## src/common/tas_consts.svh

```systemverilog
/*
  Timing and field constants for the terminal adapter status and timing block.
  Assumes inclusion by bare name from files under hw/ and common/.
*/
`ifndef TAS_CONSTS_SVH
`define TAS_CONSTS_SVH
`define TAS_BIT_LOAD_VALUE 4'h7
`define TAS_BIT_FIRST_DATA 4'h9
`define TAS_BIT_SEVENTH_DATA 4'hF
`define TAS_BIT_EIGHTH_DATA 4'h0
`define TAS_DIV_TERMINAL 5'h10
`define TAS_DIV_WIDTH 5
`define TAS_LOW_WIDTH 5
`define TAS_PHASE_PULSES 3'h5
`define TAS_PHASE_WIDTH 4
`define TAS_PHASE_MID_START 4'h8
`define TAS_DIAL_DEVICE 4'h1
`define TAS_STAT_ERROR_BIT 0
`define TAS_STAT_FLAG_BIT 1
`define TAS_STAT_FAULT_BIT 2
`define TAS_STAT_REPEAT_BIT 3
`endif

```

## src/common/tas_pkg.sv

```systemverilog
/*
  Types shared by the terminal adapter status and timing design.
  Assumes tas_consts.svh is available on the include path.
*/
package tas_pkg;
  typedef enum logic [3:0] {
    TAS_OP_READ = 4'h1,
    TAS_OP_READ_CTL = 4'h2,
    TAS_OP_WRITE = 4'h4,
    TAS_OP_WRITE_CTL = 4'h8
  } tas_op_t;
  typedef logic [3:0] tas_status_t;
endpackage

```

## src/common/tas_timing_if.sv

```systemverilog
/*
  Interface carrying the bit-timing signals from the timing module to the top.
  Assumes a single base clock domain.
*/
`timescale 1ns/1ps
interface tas_timing_if;
  logic bit_clock;
  logic [3:0] bit_count;
  logic first_data_bit_decode;
  logic seventh_data_bit_decode;
  logic eighth_data_bit_decode;
  logic start_pulse;
  logic mid_pulse;
  logic divider_high_stage;
  modport source (output bit_clock, bit_count, first_data_bit_decode,
    seventh_data_bit_decode, eighth_data_bit_decode, start_pulse, mid_pulse,
    divider_high_stage);
  modport sink (input bit_clock, bit_count, first_data_bit_decode,
    seventh_data_bit_decode, eighth_data_bit_decode, start_pulse, mid_pulse,
    divider_high_stage);
endinterface

```

## src/hw/tas_status.sv

```systemverilog
/*
  Terminal adapter status and timing top: status flip-flops, auto step,
  char sync, block, break, dial, hang-up and fill qualification.
  Assumes all inputs synchronous to the selected base clock (clock port).
*/
// How it works
// - Status flip-flops drive processor input lines at instruction end.
// - Read ops set error on cancel, parity, start, stop, overwrite; writes only via abandon-call-retry while dialing.
// - Cancel received during read sets error and repeat together.
// - Abandon-call-retry sets error during dialing write-control.
// - End-of-medium or ringing during dial sets flag.
// - No receive event during transmit sets flag; ringing during dial still does.
// - Fault on lost DSR, carrier, CTS, or I/O while local.
// - While dialing fault ignores carrier and CTS; calling unit power or cable loss instead.
// - Fault preset by init, DSR loss, block, comm fault; cleared on busy preset.
// - Base clock copies medium or high channel clock per rate select.
// - Auto step pair samples transfer request, forming one-clock mode pulse.
// - Timing chain divides base clock by seventeen feeding further division.
// - Bit counter loads seven while load enable low, counts bit clock rises.
// - Decodes: first at nine, seventh at fifteen clock low, eighth at zero.
// - Bit clock is second sync stage gated with chosen low divider tap.
// - Block presets when local at busy preset, ending with fault.
// - Break loads inverse delayed line sample on idle timer expiry.
// - Hang up drives DTR low; modem data mode needs DTR high.
// - Write-control to device one sets dial flip-flop.
// - Phase control gives five start and five midpoint pulses per two divider periods.
// - Char sync samples run then first; first cleared by break and local.
// - Error on overrun; cleared by mode thirteen load, init, mode zero preset.
// - Repeat sits in the fourth status bit.
// - Busy set by processor select, reset only after run-out completes.
`timescale 1ns/1ps
`include "tas_consts.svh"
module tas_status (
  // Clock and reset
  input wire logic clock,
  input wire logic resetn,
  // Channel clocks and rate switch
  input wire logic channel_medium_clock,
  input wire logic channel_high_clock,
  input wire logic rate_select_high,
  input wire logic rate_switch_level,
  // Processor instruction side
  input wire tas_pkg::tas_op_t op_code,
  input wire logic [3:0] device_number_field,
  input wire logic busy_preset_online,
  input wire logic instruction_end,
  input wire logic op_complete,
  input wire logic mode_transfer_request,
  input wire logic run,
  input wire logic counter_load_enable_n,
  input wire logic receive_mode_thirteen,
  input wire logic idle_mode_zero,
  input wire logic transmitting,
  input wire logic hang_up_request,
  // Receive events
  input wire logic rx_cancel,
  input wire logic rx_end_medium,
  input wire logic rx_parity_error,
  input wire logic rx_no_start,
  input wire logic rx_no_stop,
  input wire logic rx_overwrite,
  // Modem and calling unit
  input wire logic data_set_ready,
  input wire logic carrier,
  input wire logic clear_to_send,
  input wire logic ring_indication,
  input wire logic abandon_call_retry,
  input wire logic caller_power_ok,
  input wire logic comm_fault_preset,
  // Break detection
  input wire logic line_idle_timer_expired,
  input wire logic line_sample_delayed,
  input wire logic local_mode,
  // Status and control outputs
  output logic adapter_base_clock,
  output logic [3:0] processor_input_lines,
  output logic channel_busy,
  output logic block_active,
  output logic break_seen,
  output logic dial_active,
  output logic data_terminal_ready,
  output logic mode_change_pulse,
  output logic fill,
  output logic bit_clock,
  output logic [3:0] bit_count,
  output logic first_data_bit_decode,
  output logic seventh_data_bit_decode,
  output logic eighth_data_bit_decode,
  output logic phase_start_pulse,
  output logic phase_mid_pulse
);
  import tas_pkg::*;

  typedef struct packed {
    logic error;
    logic flag;
    logic fault;
    logic repeat_st;
    logic [3:0] report;
    logic auto_step_first;
    logic auto_step_second;
    logic char_sync_first;
    logic char_sync_second;
    logic block;
    logic brk;
    logic dial;
    logic busy;
    logic dtr;
    logic timer_prev;
  } tas_st_t;

  tas_st_t st_reg, st_next;
  tas_timing_if tim ();
  logic reading;
  logic dialing;
  logic link_lost;

  // Base clock is a plain copy of the chosen channel clock
  assign adapter_base_clock = rate_select_high ? channel_high_clock
    : channel_medium_clock;

  tas_timing u_timing (
    .clock(clock),
    .resetn(resetn),
    .char_sync_second(st_reg.char_sync_second),
    .counter_load_enable_n(counter_load_enable_n),
    .rate_switch_level(rate_switch_level),
    .tim(tim.source)
  );

  // Operation qualifiers
  always_comb begin
    reading = (op_code == TAS_OP_READ) || (op_code == TAS_OP_READ_CTL);
    dialing = st_reg.dial && (op_code == TAS_OP_WRITE_CTL);
    // During dialing clear-to-send is not required
    if (dialing) begin
      link_lost = !data_set_ready || !caller_power_ok;
    end else begin
      link_lost = !data_set_ready || !carrier || !clear_to_send;
    end
  end

  // Status and control next state; sets win over clears, except hang-up clearing DTR
  always_comb begin
    st_next = st_reg;
    // Error clears first so a same-cycle cause wins
    if (receive_mode_thirteen && !counter_load_enable_n) begin
      st_next.error = 1'b0;
    end
    if (idle_mode_zero && busy_preset_online) begin
      st_next.error = 1'b0;
    end
    if (busy_preset_online) begin
      st_next.repeat_st = 1'b0;
      st_next.flag = 1'b0;
    end
    if (reading && !transmitting) begin
      if (rx_parity_error || rx_no_start || rx_no_stop || rx_overwrite) begin
        st_next.error = 1'b1;
      end
      if (rx_cancel) begin
        st_next.error = 1'b1;
        st_next.repeat_st = 1'b1;
      end
      if (rx_end_medium) begin
        st_next.flag = 1'b1;
      end
    end
    if (dialing && abandon_call_retry) begin
      st_next.error = 1'b1;
    end
    // Incoming call wins over the dialing attempt
    if (dialing && ring_indication) begin
      st_next.flag = 1'b1;
      st_next.dial = 1'b0;
    end
    // Fault: clear on busy preset, presets override
    if (busy_preset_online) begin
      st_next.fault = 1'b0;
    end
    st_next.timer_prev = line_idle_timer_expired;
    if (line_idle_timer_expired && !st_reg.timer_prev) begin
      st_next.brk = !line_sample_delayed;
      if (st_reg.busy) begin
        st_next.fault = 1'b1;
      end
    end
    if ((st_reg.busy && link_lost) || (st_reg.busy && st_reg.block) ||
        comm_fault_preset) begin
      st_next.fault = 1'b1;
    end
    // Block sampled as busy is preset
    if (busy_preset_online) begin
      st_next.block = local_mode;
      st_next.busy = 1'b1;
    end else if (st_reg.block && st_reg.busy) begin
      st_next.fault = 1'b1;
    end
    if (op_complete && !busy_preset_online) begin
      st_next.busy = 1'b0;
      st_next.block = 1'b0;
    end
    // Dial set by write-control to device one
    if (busy_preset_online && op_code == TAS_OP_WRITE_CTL &&
        device_number_field == `TAS_DIAL_DEVICE) begin
      st_next.dial = 1'b1;
    end else if (op_complete) begin
      st_next.dial = 1'b0;
    end
    // Hang-up drops DTR and wins; a busy preset without hang-up raises it again
    if (hang_up_request) begin
      st_next.dtr = 1'b0;
    end else if (busy_preset_online) begin
      st_next.dtr = 1'b1;
    end
    // Auto step pair: second clears first, giving a one-clock pulse
    st_next.auto_step_first = mode_transfer_request && !st_reg.auto_step_second;
    st_next.auto_step_second = st_reg.auto_step_first;
    // Char sync: first cleared while break and local both set
    st_next.char_sync_first = run && !(st_reg.brk && local_mode);
    st_next.char_sync_second = st_reg.char_sync_first;
    // Status report latched at instruction end
    if (instruction_end) begin
      st_next.report[`TAS_STAT_ERROR_BIT] = st_reg.error;
      st_next.report[`TAS_STAT_FLAG_BIT] = st_reg.flag;
      st_next.report[`TAS_STAT_FAULT_BIT] = st_reg.fault;
      st_next.report[`TAS_STAT_REPEAT_BIT] = st_reg.repeat_st;
    end
  end

  // State register; fault comes up preset by initialisation
  always_ff @(posedge clock or negedge resetn) begin
    if (!resetn) begin
      st_reg <= '0;
      st_reg.fault <= 1'b1;
      st_reg.dtr <= 1'b1;
    end else begin
      st_reg <= st_next;
    end
  end

  // Outputs
  assign processor_input_lines = st_reg.report;
  assign channel_busy = st_reg.busy;
  assign block_active = st_reg.block;
  assign break_seen = st_reg.brk;
  assign dial_active = st_reg.dial;
  assign data_terminal_ready = st_reg.dtr;
  assign mode_change_pulse = st_reg.auto_step_second && !st_reg.auto_step_first;
  // Run-out qualification for write-control instructions
  assign fill = (op_code == TAS_OP_WRITE_CTL) &&
    (st_reg.repeat_st || st_reg.flag || st_reg.fault);
  assign bit_clock = tim.bit_clock;
  assign bit_count = tim.bit_count;
  assign first_data_bit_decode = tim.first_data_bit_decode;
  assign seventh_data_bit_decode = tim.seventh_data_bit_decode;
  assign eighth_data_bit_decode = tim.eighth_data_bit_decode;
  assign phase_start_pulse = tim.start_pulse;
  assign phase_mid_pulse = tim.mid_pulse;
endmodule // tas_status

```

## src/hw/tas_timing.sv

```systemverilog
/*
  Bit-timing chain: divide-by-seventeen, low-rate divider, bit counter,
  data-bit decodes and phase pulse bursts.
  Assumes the caller supplies the char sync level and counter load enable.
*/
`timescale 1ns/1ps
`include "tas_consts.svh"
module tas_timing (
  // Clock and reset
  input wire logic clock,
  input wire logic resetn,
  // Control
  input wire logic char_sync_second,
  input wire logic counter_load_enable_n,
  input wire logic rate_switch_level,
  // Timing outputs
  tas_timing_if.source tim
);
  import tas_pkg::*;

  typedef struct packed {
    logic [`TAS_DIV_WIDTH-1:0] high_div;
    logic divider_high_stage;
    logic [`TAS_LOW_WIDTH-1:0] low_rate_divider;
    logic bit_clock;
    logic [3:0] bit_count;
    logic phase_toggle;
    logic phase_toggle_delayed;
    logic [`TAS_PHASE_WIDTH-1:0] phase_count;
    logic start_pulse;
    logic mid_pulse;
  } tas_tim_state_t;

  tas_tim_state_t st_reg, st_next;
  logic tap;

  // Next-state logic for the whole chain
  always_comb begin
    st_next = st_reg;
    // Terminal decode closes the count: states 0 to 16 give seventeen clocks
    st_next.divider_high_stage = (st_reg.high_div == `TAS_DIV_TERMINAL - 5'h01);
    if (st_reg.divider_high_stage) begin
      st_next.high_div = '0;
      st_next.low_rate_divider = st_reg.low_rate_divider + 5'h01;
    end else begin
      st_next.high_div = st_reg.high_div + 5'h01;
    end
    // Tap picked by rate switch; gated by second sync stage
    tap = rate_switch_level ? st_reg.low_rate_divider[4] : st_reg.low_rate_divider[3];
    st_next.bit_clock = char_sync_second & tap;
    if (!counter_load_enable_n) begin
      st_next.bit_count = `TAS_BIT_LOAD_VALUE;
    end else if (st_next.bit_clock && !st_reg.bit_clock) begin
      st_next.bit_count = st_reg.bit_count + 4'h1;
    end
    // Half-rate toggle and its delayed copy drive the phase counter
    st_next.phase_toggle = ~st_reg.phase_toggle;
    st_next.phase_toggle_delayed = st_reg.phase_toggle;
    // Restart every second divider period; saturate so the dead time cannot wrap
    if (st_reg.divider_high_stage && st_reg.low_rate_divider[0]) begin
      st_next.phase_count = '0;
    end else if (st_reg.phase_toggle && !st_reg.phase_toggle_delayed &&
        st_reg.phase_count != 4'hF) begin
      st_next.phase_count = st_reg.phase_count + 4'h1;
    end
    // Five pulses near start, dead time, five near midpoint
    st_next.start_pulse = st_reg.phase_toggle && !st_reg.phase_toggle_delayed &&
      (st_reg.phase_count < 4'(`TAS_PHASE_PULSES));
    st_next.mid_pulse = st_reg.phase_toggle && !st_reg.phase_toggle_delayed &&
      (st_reg.phase_count >= `TAS_PHASE_MID_START) &&
      (st_reg.phase_count < `TAS_PHASE_MID_START + 4'(`TAS_PHASE_PULSES));
  end

  // State register, idle after initialisation
  always_ff @(posedge clock or negedge resetn) begin
    if (!resetn) begin
      st_reg <= '0;
    end else begin
      st_reg <= st_next;
    end
  end

  assign tim.bit_clock = st_reg.bit_clock;
  assign tim.bit_count = st_reg.bit_count;
  assign tim.divider_high_stage = st_reg.divider_high_stage;
  assign tim.start_pulse = st_reg.start_pulse;
  assign tim.mid_pulse = st_reg.mid_pulse;
  // Bit-position decodes
  assign tim.first_data_bit_decode = (st_reg.bit_count == `TAS_BIT_FIRST_DATA);
  assign tim.seventh_data_bit_decode = (st_reg.bit_count == `TAS_BIT_SEVENTH_DATA) &&
    !st_reg.bit_clock;
  assign tim.eighth_data_bit_decode = (st_reg.bit_count == `TAS_BIT_EIGHTH_DATA);
endmodule // tas_timing

```

## config.mk

```make
export PLATFORM = sky130hd
export DESIGN_NAME = tas_status
export DESIGN_NICKNAME = d
export VERILOG_FILES = /design/src/common/tas_pkg.sv /design/src/common/tas_timing_if.sv /design/src/hw/tas_status.sv /design/src/hw/tas_timing.sv
export VERILOG_INCLUDE_DIRS = /design/src /design/src/common
export SDC_FILE = /design/constraint.sdc
export NUM_CORES = 1
export LEC_CHECK = 0
export BUFFER_PORTS_ARGS = -buffer_cell sky130_fd_sc_hd__buf_2
export CAP_MARGIN = 15
export CORE_MARGIN = 2
export CORE_UTILIZATION = 50
export DETAILED_ROUTE_END_ITERATION = 10
export GPL_TIMING_DRIVEN = 0
export PLACE_DENSITY = 0.8
export SETUP_SLACK_MARGIN = 0.15
export SLEW_MARGIN = 20
export SYNTH_ARGS = -nofsm -noshare
export SYNTH_HDL_FRONTEND = slang
export SYNTH_SLANG_ARGS = --single-unit
```

## constraint.sdc

```tcl
create_clock -name clock -period 1.6 [get_ports clock]
set_input_delay 0.08 -clock clock [delete_from_list [all_inputs] [get_ports clock]]
set_output_delay 0.08 -clock clock [all_outputs]
set_load 0.02 [all_outputs]
```

Word level (Yosys, flattened, before mapping) --
Index checks and enable logic that the tools add are counted.
Word-level totals: flip-flop bits (word level) 42, input bits 40, output and inout bits 22, word-level logic and storage cells 132
Operators by class: $add $sub $neg 4, magnitude comparators 3, equal/unequal tests 9, multiplexer cells 34, bitwise logic cells 2, reduce and logical (&&, ||, !) cells 55
Operator list (number):
- 2-to-1 mux 1 bit | 28
- logical AND 1 bit | 25
- 2-to-1 mux 4 bit | 4
- zero test 1 bit | 14
- equality test 4 bit, second input constant | 3
- logical OR 1 bit | 11
- adder 5 x 1 -> 5 bit, second input constant | 2
- adder 4 x 1 -> 4 bit, second input constant | 2
- equality test 4 x 1 -> 1 bit, second input constant | 2
- nonzero test 2 bit | 3
- equality test 5 x 4 -> 1 bit, second input constant | 1
- 2-to-1 mux 5 bit | 1
- equality test 4 x 2 -> 1 bit, second input constant | 1
- greater-or-equal comparator 4 bit, second input constant | 1
- zero test 4 bit | 1
- less-than comparator 4 x 3 -> 1 bit, second input constant | 1
- less-than comparator 4 bit, second input constant | 1
- inequality test 4 bit, second input constant | 1
- nonzero test 3 bit | 1
- 2-to-1 mux 2 bit | 1
- inequality test 2 x 1 -> 1 bit, second input constant | 1
- AND 1 bit | 1
- inverter 1 bit | 1

Longest topological paths before layout --
Gate-level depths: netlist of the first run.
depth in word-level cells 10, gate-level depth with buffers 4, depth with buffers taken out 4

Hierarchy --
From an unflattened synthesis of the first run, not the netlist that was laid out.
Unflattened totals: cells, all modules 170, area, all modules 1949.4 um2
Modules (own cells, without submodules):
- tas_timing | instances 1, cells each 104, area each 1136.1 um2, seq. area each 600.6 um2
- tas_status | instances 1, cells each 66, area each 813.3 um2, seq. area each 452.9 um2

Worst setup path before layout of the first run --
No wires, ideal clock.
path kind reg-to-reg, from reg u_timing.st_reg (netlist bit u_timing.tim.bit_clock), to reg u_timing.st_reg (netlist bit u_timing.tim.bit_count[3]), library setup time 78 ps, arrival 1239 ps, required time 1522 ps, slack 283 ps, stages on the path, launching flop included 4, buffers on the path 0, clock period less this slack 1317 ps, path through dfrtp_1 -> nand2b_1 -> or4_1 -> a21boi_1
Between the ends: word-level cells in the longest chain between the ends 3
Ends and longest elaborated chain:
- from (decl) | RTL line tas_timing.sv:34 | tas_tim_state_t st_reg, st_next;
- from (signal assigned) | RTL line tas_timing.sv:79 | st_reg <= st_next;
- zero test 1 bit | RTL line tas_timing.sv:53 | end else if (st_next.bit_clock && !st_reg.bit_clock) begin
- logical AND 1 bit | RTL line tas_timing.sv:53
- inequality test 2 x 1 -> 1 bit (no line)
No other way between the ends. A chain may end at the register's enable or synchronous reset.

Final worst setup path of the first run --
from reg u_timing.st_reg (netlist bit u_timing.tim.bit_count[0]), to out seventh_data_bit_decode
Between the ends: word-level cells in the longest chain between the ends 2
Ends and longest elaborated chain:
- equality test 4 bit (no line)
- logical AND 1 bit | RTL line tas_timing.sv:90 | assign tim.seventh_data_bit_decode = (st_reg.bit_count == `TAS_BIT_SEVENTH_DATA) &&
- to (decl) | RTL line tas_status.sv:87 | output logic seventh_data_bit_decode,
No other way between the ends.

==> results of run 1 <==
==> cell usage after synthesis, types with 2 or more instances <==
library cell and number:
sky130_fd_sc_hd__buf_4 8, sky130_fd_sc_hd__nor2b_1 7, sky130_fd_sc_hd__xnor2_1 5, sky130_fd_sc_hd__mux2_2 7, sky130_fd_sc_hd__or3_1 2, sky130_fd_sc_hd__nand2b_1 4
sky130_fd_sc_hd__nand4_1 2, sky130_fd_sc_hd__nand2_1 4, sky130_fd_sc_hd__a21oi_1 5, sky130_fd_sc_hd__clkbuf_1 2, sky130_fd_sc_hd__mux2i_1 2, sky130_fd_sc_hd__inv_1 13
sky130_fd_sc_hd__o21a_1 2, sky130_fd_sc_hd__nor3_1 2, sky130_fd_sc_hd__nand3_1 8, sky130_fd_sc_hd__o21ai_0 5, sky130_fd_sc_hd__and2_1 2, sky130_fd_sc_hd__and3_1 7
sky130_fd_sc_hd__dfstp_2 2, sky130_fd_sc_hd__nor3b_1 3, sky130_fd_sc_hd__dfrtp_1 40, sky130_fd_sc_hd__xor2_1 2, sky130_fd_sc_hd__a22o_1 2, sky130_fd_sc_hd__ha_1 8
sky130_fd_sc_hd__o31ai_1 2, sky130_fd_sc_hd__nor2_1 8
==> how the worst max path moves through the flow <==
| stage | to | slack [ns] | start |
|---|---|---|---|
| finish | seventh_data_bit_decode | 0.18 | u_timing.tim.bit_count[0]$_DFFE_PN0P_ |
| global route | seventh_data_bit_decode | 0.11 | u_timing.tim.bit_count[0]$_DFFE_PN0P_ |
| CTS | seventh_data_bit_decode | 0.16 | u_timing.tim.bit_count[0]$_DFFE_PN0P_ |
| detailed placement | u_timing.st_reg[2]$_DFFE_PN0P_ | 0.20 | u_timing.st_reg[2]$_DFFE_PN0P_ |
| global placement | u_timing.st_reg[2]$_DFFE_PN0P_ | 0.24 | u_timing.st_reg[2]$_DFFE_PN0P_ |
| floorplan | u_timing.tim.bit_count[3]$_DFFE_PN0P_ | 0.28 | u_timing.tim.bit_clock$_DFF_PN0_ |
==> layout by cell type (no fill, tap or decap), drive strengths merged, types with 3 or more instances in the layout <==
master,count
xnor2,5
dlygate4sd3,4
nor3b,3
nand2b,4
ha,8
nand3,8
nand2,4
nor2,8
dfrtp,40
clkbuf,9
o21ai,5
buf,71
mux2,7
a21oi,5
and3,7
inv,13
nor2b,7
==> area by class of cell <==
cell class                 instances  area (um2)
buffer                            10        68.8
clock buffer                       7        86.3
clock inverter                     1        5.00
fill                             301        1210
inverter                          13        48.8
multi-input combinational        105         792
sequential                        42        1050
tap                               48        60.1
timing repair buffer              67         367
==> where the power goes <==
part / total [mW] / leakage, nW / internal, mW / switching (mW)
registers: 1.11 / 0.502 / 1.09 / 0.0206
clock network: 0.673 / 0.0482 / 0.348 / 0.325
logic: 0.194 / 0.761 / 0.0935 / 0.101
total: 1.98 / 1.31 / 1.53 / 0.447
==> layer usage <==
layer | global-route usage (%) | wire, um
met3 | 4.26 | 186
met2 | 31.9 | 1980
met5 | 0 | 0
met4 | 4.59 | 16
met1 | 22.9 | 1570
==> metrics by stage <==
step                power, mW  std cells  hold slack [ns]  utilization [%]
finish                   1.98        293           0.0126             67.3
detailed placement       1.32        279            0.207             62.6
CTS                      2.00        293          0.00872             66.8
global route             2.08        293           0.0190             67.3
global placement         1.32        279            0.198             62.6
floorplan                1.21        170           -0.216                -
==> repair_timing <==
item	in CTS	in global routing
buffers inserted	2	0
pin swaps	1	0
gates resized for setup	4	6
setup endpoints to repair	1	4
hold endpoints to repair	43	0
hold buffers	4	0
==> logic make-up (layout without fill, tap and decap cells) <==
family	Yosys count	after routing	synth area share, %
AO/OA/AOI/OAI	27	27	9.79
buffers and inverters	23	98	5.99
adder cells (fa/ha/maj)	8	8	5.15
XOR/XNOR	7	7	3.16
flip-flops	42	42	54.3
AND/OR/NAND/NOR	54	54	16.6
multiplexers	9	9	5.09
==> impl_metrics.tcl, run 1 <==
set metrics [dict create \
    clock-root-buffer "sky130_fd_sc_hd__clkbuf_8" \
    area_growth_syn_to_layout_pct 27.8 \
    achievable-frequency_ghz 0.703 \
    place.port_buffers 61 \
    synth.ff_latch_count 42 \
    clk_pin_slew_ns 0.07 \
    postSynth.topFlopCell "sky130_fd_sc_hd__dfrtp_1" \
    track_usage_pct 18.3 \
    insertion_delay_ns 0.28 \
    regToRegSetupSlack_ns 0.22 \
    crit_family "flip-flops" \
    floorplan.initialDensity_pct 52.6 \
    worstSetupStartpointType "flop" \
    drcViolationCount 0 \
    diode_insertion_count_for_antenna_repair 0 \
    post_synth.cell_area_avg_um2 11.4 \
    cts-buffers-inserted 5 \
    hold_path.startpoint "op_complete" \
    die_area_um2 4400 \
    ys_async_sr_fraction_pct 100 \
    crit_chain "ha_2, nor2b_4, and3_1, buf_6" \
    core_um2 3690 \
    grt_pass1_wl_mm 6.22 \
    largest_register_ff_count 15 \
    capture_instance_of_the_worst_register_to_register_path "u_timing.st_reg[2]$_DFFE_PN0P_" \
    synth.top_cells.by_area "sky130_fd_sc_hd__dfrtp_1, sky130_fd_sc_hd__ha_1, sky130_fd_sc_hd__mux2_2" \
    crit_cells 4 \
    cts-root-to-sink-buffers 2 \
    sequential_fraction_of_the_synthesis_area_pct 54.3 \
    num_rows 22 \
    hold_path_depth 2 \
    mappedNetlistArea_um2 1940 \
    worst_slack_ns 0.178 \
    critical-path-slowest-cell "sky130_fd_sc_hd__dfrtp_1" \
    synth_top_area_cell "sky130_fd_sc_hd__dfrtp_1" \
    syn-instance-count 170 \
    detailedRoute.firstIterationViolations 109 \
    peakVddDrop_mv 0.522 \
    avgRoutedWirePerCell_um 12.8 \
    firstDrtPassIters 4 \
    placed_area_um2 2310 \
    floorplan.die.width_um 66.3 \
    place_worst_setup_slack_ns 0.199 \
    cp_num_buf_inv 1 \
    pin_slew_with_the_least_headroom_to_its_limit_ns 0.871 \
    ioPinCount 62 \
    final-max-slew-violation-count 0 \
    layout-drive-gt1-share_pct 38.4 \
    number_of_global_route_vias_before_repair 1475 \
    run_status "finished clean" \
    timing.setup.tns_ns 0 \
    critical_path_class "flop to output pin" \
    cts_max_level 2 \
    antenna_found_initial 0 \
    post_synth_num_cell_types 42 \
    overflow 0 \
    routed_wirelength_mm 3.75 \
    setup_viol 0 \
    clock_skew_ns 0.00428 \
    finish.instance_area_um2 2480 \
    worst_hold_path.endpoint "channel_busy$_DFFE_PN0P_" \
    hold_viol 0 \
    yosys.area.top_type_share_pct 51.5 \
    maxCapViolCount 0 \
    cts_tree "done" \
    detail-route-antenna-nets 0 \
    slew_headroom_pct 41.9 \
    reg2regPathDepth 4 \
    num-nets-final 292 \
    die_height_um 66.3 \
    synth_edf_count 0 \
    power.density_cell_area_nw_per_um2 798 \
    critPathArrivalTime_ns 1.34 \
    yosys_warnings 0 \
    route.vias.total 1504 \
    worst_setup_path_end_kind "output pin" \
    min_period_over_period_pct 88.8 \
    layout_min_cycle_time_ns 1.42 \
    finalWeightedCongestion 0.827 \
    maximum_number_of_pins_on_one_net_before_global_route_repair 43 \
    power_leakage_nw 1.31 \
    worst_hold_path_type "input port to flop" \
    cts_sinks 42 \
    post_drt_via_cell_ratio 5.13 \
    r2r_start "u_timing.st_reg[2]$_DFFE_PN0P_" \
    dp.final_hpwl_mm 2.80 \
    max_stage_delay_ns 0.40 \
    setup_repair_after_global_routing_missed_its_margin "yes" \
    worst-endpoint-required_ns 1.52 \
    timing.critical_path.fanout_max 4 \
    syn_nets 218 \
]
(Power assumes the default switching activity.)
==> run 2, diff against run 1 <==
CTS_BUF_LIST = sky130_fd_sc_hd__clkbuf_4 sky130_fd_sc_hd__clkbuf_8 sky130_fd_sc_hd__clkbuf_16   (was unset)
==> run 2 against run 1 <==
  * Clock-buffer cell count unchanged
  * Highest routed layer unchanged
  * Utilization increased by 0.10 points
  * Sequential share of layout area fell by 0.064 points
  * Flip-flop and latch count did not move
  * Critical path type unchanged
  * Die area is the same
  * Combinational power barely moved
  * Via count barely moved
  * Power increased by 0.86%
  * Worst setup slack is essentially flat
==> impl_metrics.tcl, run 2 (same netlist as run 1, synthesis figures left out) <==
set metrics [dict create \
    achievable-frequency_ghz 0.704 \
    ioPinCount 62 \
    cts-buffers-inserted 5 \
    num_rows 22 \
    floorplan.initialDensity_pct 52.6 \
    track_usage_pct 18.4 \
    clock_skew_ns 0.00441 \
    crit_chain "ha_2, nor2b_4, and3_1, buf_6" \
    overflow 0 \
    worst_hold_path_type "input port to flop" \
    die_area_um2 4400 \
    timing.setup.tns_ns 0 \
    routed_wirelength_mm 3.75 \
    finalWeightedCongestion 0.827 \
    final_cells 293 \
    layout-drive-gt1-share_pct 38.8 \
    power.density_cell_area_nw_per_um2 804 \
    dpl.cell_count 279 \
    number_of_global_route_vias_before_repair 1474 \
    core_um2 3690 \
    cts-root-to-sink-buffers 2 \
    hold_viol 0 \
    worstSetupStartpointType "flop" \
    max_stage_delay_ns 0.40 \
    detailedRoute.firstIterationViolations 119 \
    final-max-slew-violation-count 0 \
    firstDrtPassIters 4 \
    maximum_number_of_pins_on_one_net_before_global_route_repair 43 \
    worst-endpoint-required_ns 1.52 \
    grt_pass1_wl_mm 6.23 \
    insertion_delay_ns 0.28 \
    area_growth_syn_to_layout_pct 28.0 \
    drcViolationCount 0 \
    critical-path-slowest-cell "sky130_fd_sc_hd__dfrtp_1" \
    antenna_found_initial 0 \
    setup_repair_after_global_routing_missed_its_margin "yes" \
    num-nets-final 292 \
    post_drt_via_cell_ratio 5.14 \
    detail-route-antenna-nets 0 \
    cp_num_buf_inv 1 \
    crit_cells 4 \
    slew_headroom_pct 42.2 \
    reg2regPathDepth 4 \
    critical_path_class "flop to output pin" \
    critPathArrivalTime_ns 1.34 \
    floorplan.die.width_um 66.3 \
    power_leakage_nw 1.31 \
    route.vias.total 1505 \
    crit_family "flip-flops" \
    hold_path_depth 2 \
    mostFrequentLayoutCells "sky130_fd_sc_hd__buf_2, sky130_fd_sc_hd__dfrtp_1, sky130_fd_sc_hd__inv_1" \
    layout_min_cycle_time_ns 1.42 \
    cts_max_level 2 \
    layout_commonest_cell "sky130_fd_sc_hd__buf_2" \
    min_period_over_period_pct 88.8 \
    diode_insertion_count_for_antenna_repair 0 \
    place.port_buffers 61 \
    cts_sinks 42 \
    largest_register_ff_count 15 \
    maxCapViolCount 0 \
    dp.final_hpwl_mm 2.80 \
    clock-root-buffer "sky130_fd_sc_hd__clkbuf_8" \
    timing.critical_path.fanout_max 4 \
    avgRoutedWirePerCell_um 12.8 \
    fin_hold_ws_ns 0.0128 \
    cts_tree "done" \
    setup_viol 0 \
    die_height_um 66.3 \
    worst_setup_path_end_kind "output pin" \
    pin_slew_with_the_least_headroom_to_its_limit_ns 0.867 \
    run_status "finished clean" \
    clk_pin_slew_ns 0.07 \
    peakVddDrop_mv 0.522 \
]
## run 2: worst paths after layout
| check | from | endpoint | slack (ns) |
|---|---|---|---|
| hold / removal | op_complete | channel_busy$_DFFE_PN0P_ | 0.01 |
| hold reg to reg | st_next[6]$_DFF_PN0_ | st_reg[6]$_DFF_PN0_ | 0.35 |
| max in group asynchronous | resetn | st_reg[0]$_DFF_PN0_ | 0.61 |
| min in group asynchronous | resetn | u_timing.st_reg[19]$_DFF_PN0_ | 0.45 |
| setup reg to reg | u_timing.st_reg[2]$_DFFE_PN0P_ | u_timing.st_reg[2]$_DFFE_PN0P_ | 0.22 |
| setup / recovery | u_timing.tim.bit_count[0]$_DFFE_PN0P_ | seventh_data_bit_decode | 0.18 |
## run 2: power breakdown
part           switching (mW)  total, mW  leakage (nW)  internal [mW]
Clock                   0.326      0.690        0.0517          0.365
Combinational           0.101      0.194         0.761         0.0935
Sequential             0.0205       1.11         0.502           1.09
## run 2: cell type report
| type | count | area [um2] |
|---|---|---|
| Clock buffer | 7 | 90.1 |
| Sequential cell | 42 | 1050 |
| Tap cell | 48 | 60.1 |
| Fill cell | 302 | 1200 |
| Inverter | 13 | 48.8 |
| Clock inverter | 1 | 5.00 |
| Buffer | 10 | 68.8 |
| Timing Repair Buffer | 67 | 367 |
| Multi-Input combinational cell | 105 | 792 |
## run 2: repair_timing
item	CTS	global route
pin swaps	1	0
hold buffers	4	0
setup endpoints to repair	1	4
setup buffers	2	0
resized for setup	4	6
hold endpoints to repair	43	0
## run 2: per-stage QoR
| stage | area, um2 | setup slack (ns) | power [mW] | utilization [%] |
|---|---|---|---|---|
| global route | 2480 | 0.111 | 2.10 | 67.4 |
| CTS | 2470 | 0.158 | 2.02 | 66.9 |
| global placement | 2310 | 0.241 | 1.32 | 62.6 |
| finish | 2480 | 0.179 | 2.00 | 67.4 |
| detailed placement | 2310 | 0.199 | 1.32 | 62.6 |
| floorplan | 1940 | 0.283 | 1.21 | - |
## run 2: routing by layer
layer | share of wire [%] | global-route usage, %
met3 | 4.7 | 4.26
met2 | 53 | 31.8
met5 | 0 | 0
met4 | 0.43 | 4.59
met1 | 42 | 23.1
==> run 3, diff against run 2 <==
CORE_MARGIN = 4   (was 2)
MAX_ROUTING_LAYER = met4   (was unset)
==> run 3 against run 2 <==
  * Critical path depth down 1
  * Combinational power about the same
  * Non-clock buffer count up 4
  * Global-route usage down 2.0 points
  * Die area up 12%
  * Power about the same
  * Via count down 0.40%
  * Worst hold slack worse by 0.0025 ns
  * Wire length up 2.7%
==> impl_metrics.tcl, run 3 (same netlist as run 1, synthesis figures left out) <==
set metrics [dict create \
    run_status "finished clean" \
    number_of_global_route_vias_before_repair 1492 \
    capture_instance_of_the_worst_register_to_register_path "u_timing.tim.bit_count[3]$_DFFE_PN0P_" \
    grt_pass1_wl_mm 6.40 \
    worst-endpoint-required_ns 1.80 \
    die_height_um 70.3 \
    clk_pin_slew_ns 0.07 \
    worst_slack_ns 0.163 \
    power.density_cell_area_nw_per_um2 783 \
    antenna_found_initial 0 \
    largest_register_ff_count 15 \
    floorplan.die.width_um 70.3 \
    hold_path_depth 2 \
    crit_chain "nand2b_1, or4_1, a21boi_1" \
    setup_viol 0 \
    min_period_over_period_pct 89.8 \
    layout-drive-gt1-share_pct 41.4 \
    core_um2 3720 \
    pin_slew_with_the_least_headroom_to_its_limit_ns 0.892 \
    detailedRoute.firstIterationViolations 59 \
    insertion_delay_ns 0.29 \
    avgRoutedWirePerCell_um 13.0 \
    track_usage_pct 16.4 \
    r2r_start "u_timing.tim.bit_clock$_DFF_PN0_" \
    layout_min_cycle_time_ns 1.44 \
    routed_wirelength_mm 3.85 \
    place_worst_setup_slack_ns 0.229 \
    critical_path_class "flop to flop" \
    critPathArrivalTime_ns 1.64 \
    final-max-slew-violation-count 0 \
    setup_repair_after_global_routing_missed_its_margin "yes" \
    reg2regPathDepth 3 \
    worst_hold_path_type "input port to flop" \
    cts-buffers-inserted 5 \
    power_leakage_nw 1.33 \
    postLayoutCoreUtil_pct 68.6 \
    timing.setup.tns_ns 0 \
    overflow 0 \
    worst_setup_path_end_kind "flop" \
    wl_met3_um 129 \
    clock_skew_ns 0.00552 \
    cts_sinks 42 \
    total_power_mw 2.00 \
    max_stage_delay_ns 0.50 \
    place.port_buffers 61 \
    fillers 284 \
    peakVddDrop_mv 0.659 \
    top_signal_layer_used "met4" \
    placed_area_um2 2310 \
    firstDrtPassIters 6 \
    maximum_number_of_pins_on_one_net_before_global_route_repair 43 \
    dp.final_hpwl_mm 2.75 \
    worstSetupStartpointType "flop" \
    cts_max_level 2 \
    cts_tree "done" \
    detail-route-antenna-nets 0 \
    num_rows 22 \
    timing.critical_path.fanout_max 4 \
    multi_input_combinational_cell_area_um2 816 \
    finalWeightedCongestion 0.721 \
    final-seq-area_um2 1050 \
    worst_hold_path.endpoint "st_next[8]$_DFF_PN0_" \
    routedLengthMet1_mm 1.62 \
    diode_insertion_count_for_antenna_repair 0 \
    maxCapViolCount 0 \
    layout_commonest_cell "sky130_fd_sc_hd__buf_2" \
    hold_viol 0 \
    die_area_um2 4940 \
    floorplan.initialDensity_pct 52.3 \
    regToRegSetupSlack_ns 0.16 \
    num-nets-final 296 \
    drcViolationCount 0 \
    post_drt_via_cell_ratio 5.05 \
    area_growth_syn_to_layout_pct 31.3 \
    route.vias.total 1499 \
    achievable-frequency_ghz 0.696 \
    cts-root-to-sink-buffers 2 \
    slew_headroom_pct 40.5 \
    mostFrequentLayoutCells "sky130_fd_sc_hd__buf_2, sky130_fd_sc_hd__dfrtp_1, sky130_fd_sc_hd__inv_1" \
    sum_of_met2_wire_segment_lengths_after_detailed_routing_mm 2.09 \
    critical-path-slowest-cell "sky130_fd_sc_hd__or4_1" \
    clock-root-buffer "sky130_fd_sc_hd__clkbuf_8" \
    ioPinCount 62 \
    hold_path.startpoint "mode_transfer_request" \
    finish.instance_area_um2 2550 \
]
==> run 3: area by class of cell <==
class                      instances  share of cell area [%]
buffer                            10                    2.65
clock inverter                     1                   0.196
tap                               48                    2.36
timing repair buffer              71                    16.0
clock buffer                       7                    3.53
multi-input combinational        105                    32.0
sequential                        42                    41.3
inverter                          13                    1.91
==> run 3: what timing repair did <==
action,CTS,global route
pin swaps,1,2
hold buffers,5,0
endpoints found under the hold margin,44,0
gates resized for setup,3,14
endpoints found under the setup margin,1,4
buffers inserted,4,1
==> run 3: metrics by stage <==
stage / hold slack [ns] / instances
after detailed placement: 0.205 / 279
final: 0.0103 / 297
after floorplan: -0.216 / 170
after global routing: 0.00751 / 297
after CTS: 0.00692 / 296
after global placement: 0.201 / 279
==> run 3: metal layers <==
| layer | vias to the layer above | track usage [%] |
|---|---|---|
| li1 | 745 | - |
| met1 | 727 | 19.2 |
| met2 | 25 | 27.3 |
| met3 | 2 | 4.89 |
| met4 | 0 | 4.47 |
| met5 | - | - |
==> run 3: worst max path at each step <==
stage | end | from
final | u_timing.tim.bit_count[3]$_DFFE_PN0P_ | u_timing.tim.bit_clock$_DFF_PN0_
after global routing | seventh_data_bit_decode | u_timing.tim.bit_count[0]$_DFFE_PN0P_
after CTS | seventh_data_bit_decode | u_timing.tim.bit_count[1]$_DFFE_PN0P_
after detailed placement | u_timing.st_reg[2]$_DFFE_PN0P_ | u_timing.st_reg[2]$_DFFE_PN0P_
after global placement | u_timing.st_reg[2]$_DFFE_PN0P_ | u_timing.st_reg[2]$_DFFE_PN0P_
after floorplan | u_timing.tim.bit_count[3]$_DFFE_PN0P_ | u_timing.tim.bit_clock$_DFF_PN0_
==> run 3: where the power goes <==
| group | internal (mW) | total (mW) | leakage (nW) | switching, mW |
|---|---|---|---|---|
| logic | 0.0951 | 0.196 | 0.779 | 0.101 |
| clock network | 0.365 | 0.690 | 0.0517 | 0.326 |
| registers | 1.09 | 1.11 | 0.502 | 0.0176 |
==> run 3: worst max-delay path: cells and delay by family (launching register included) <==
kind	cells	cell delay [ns]
and+or+nand+nor	2	0.72
AOI/OAI and AO/OA	1	0.19
DFF	1	0.45
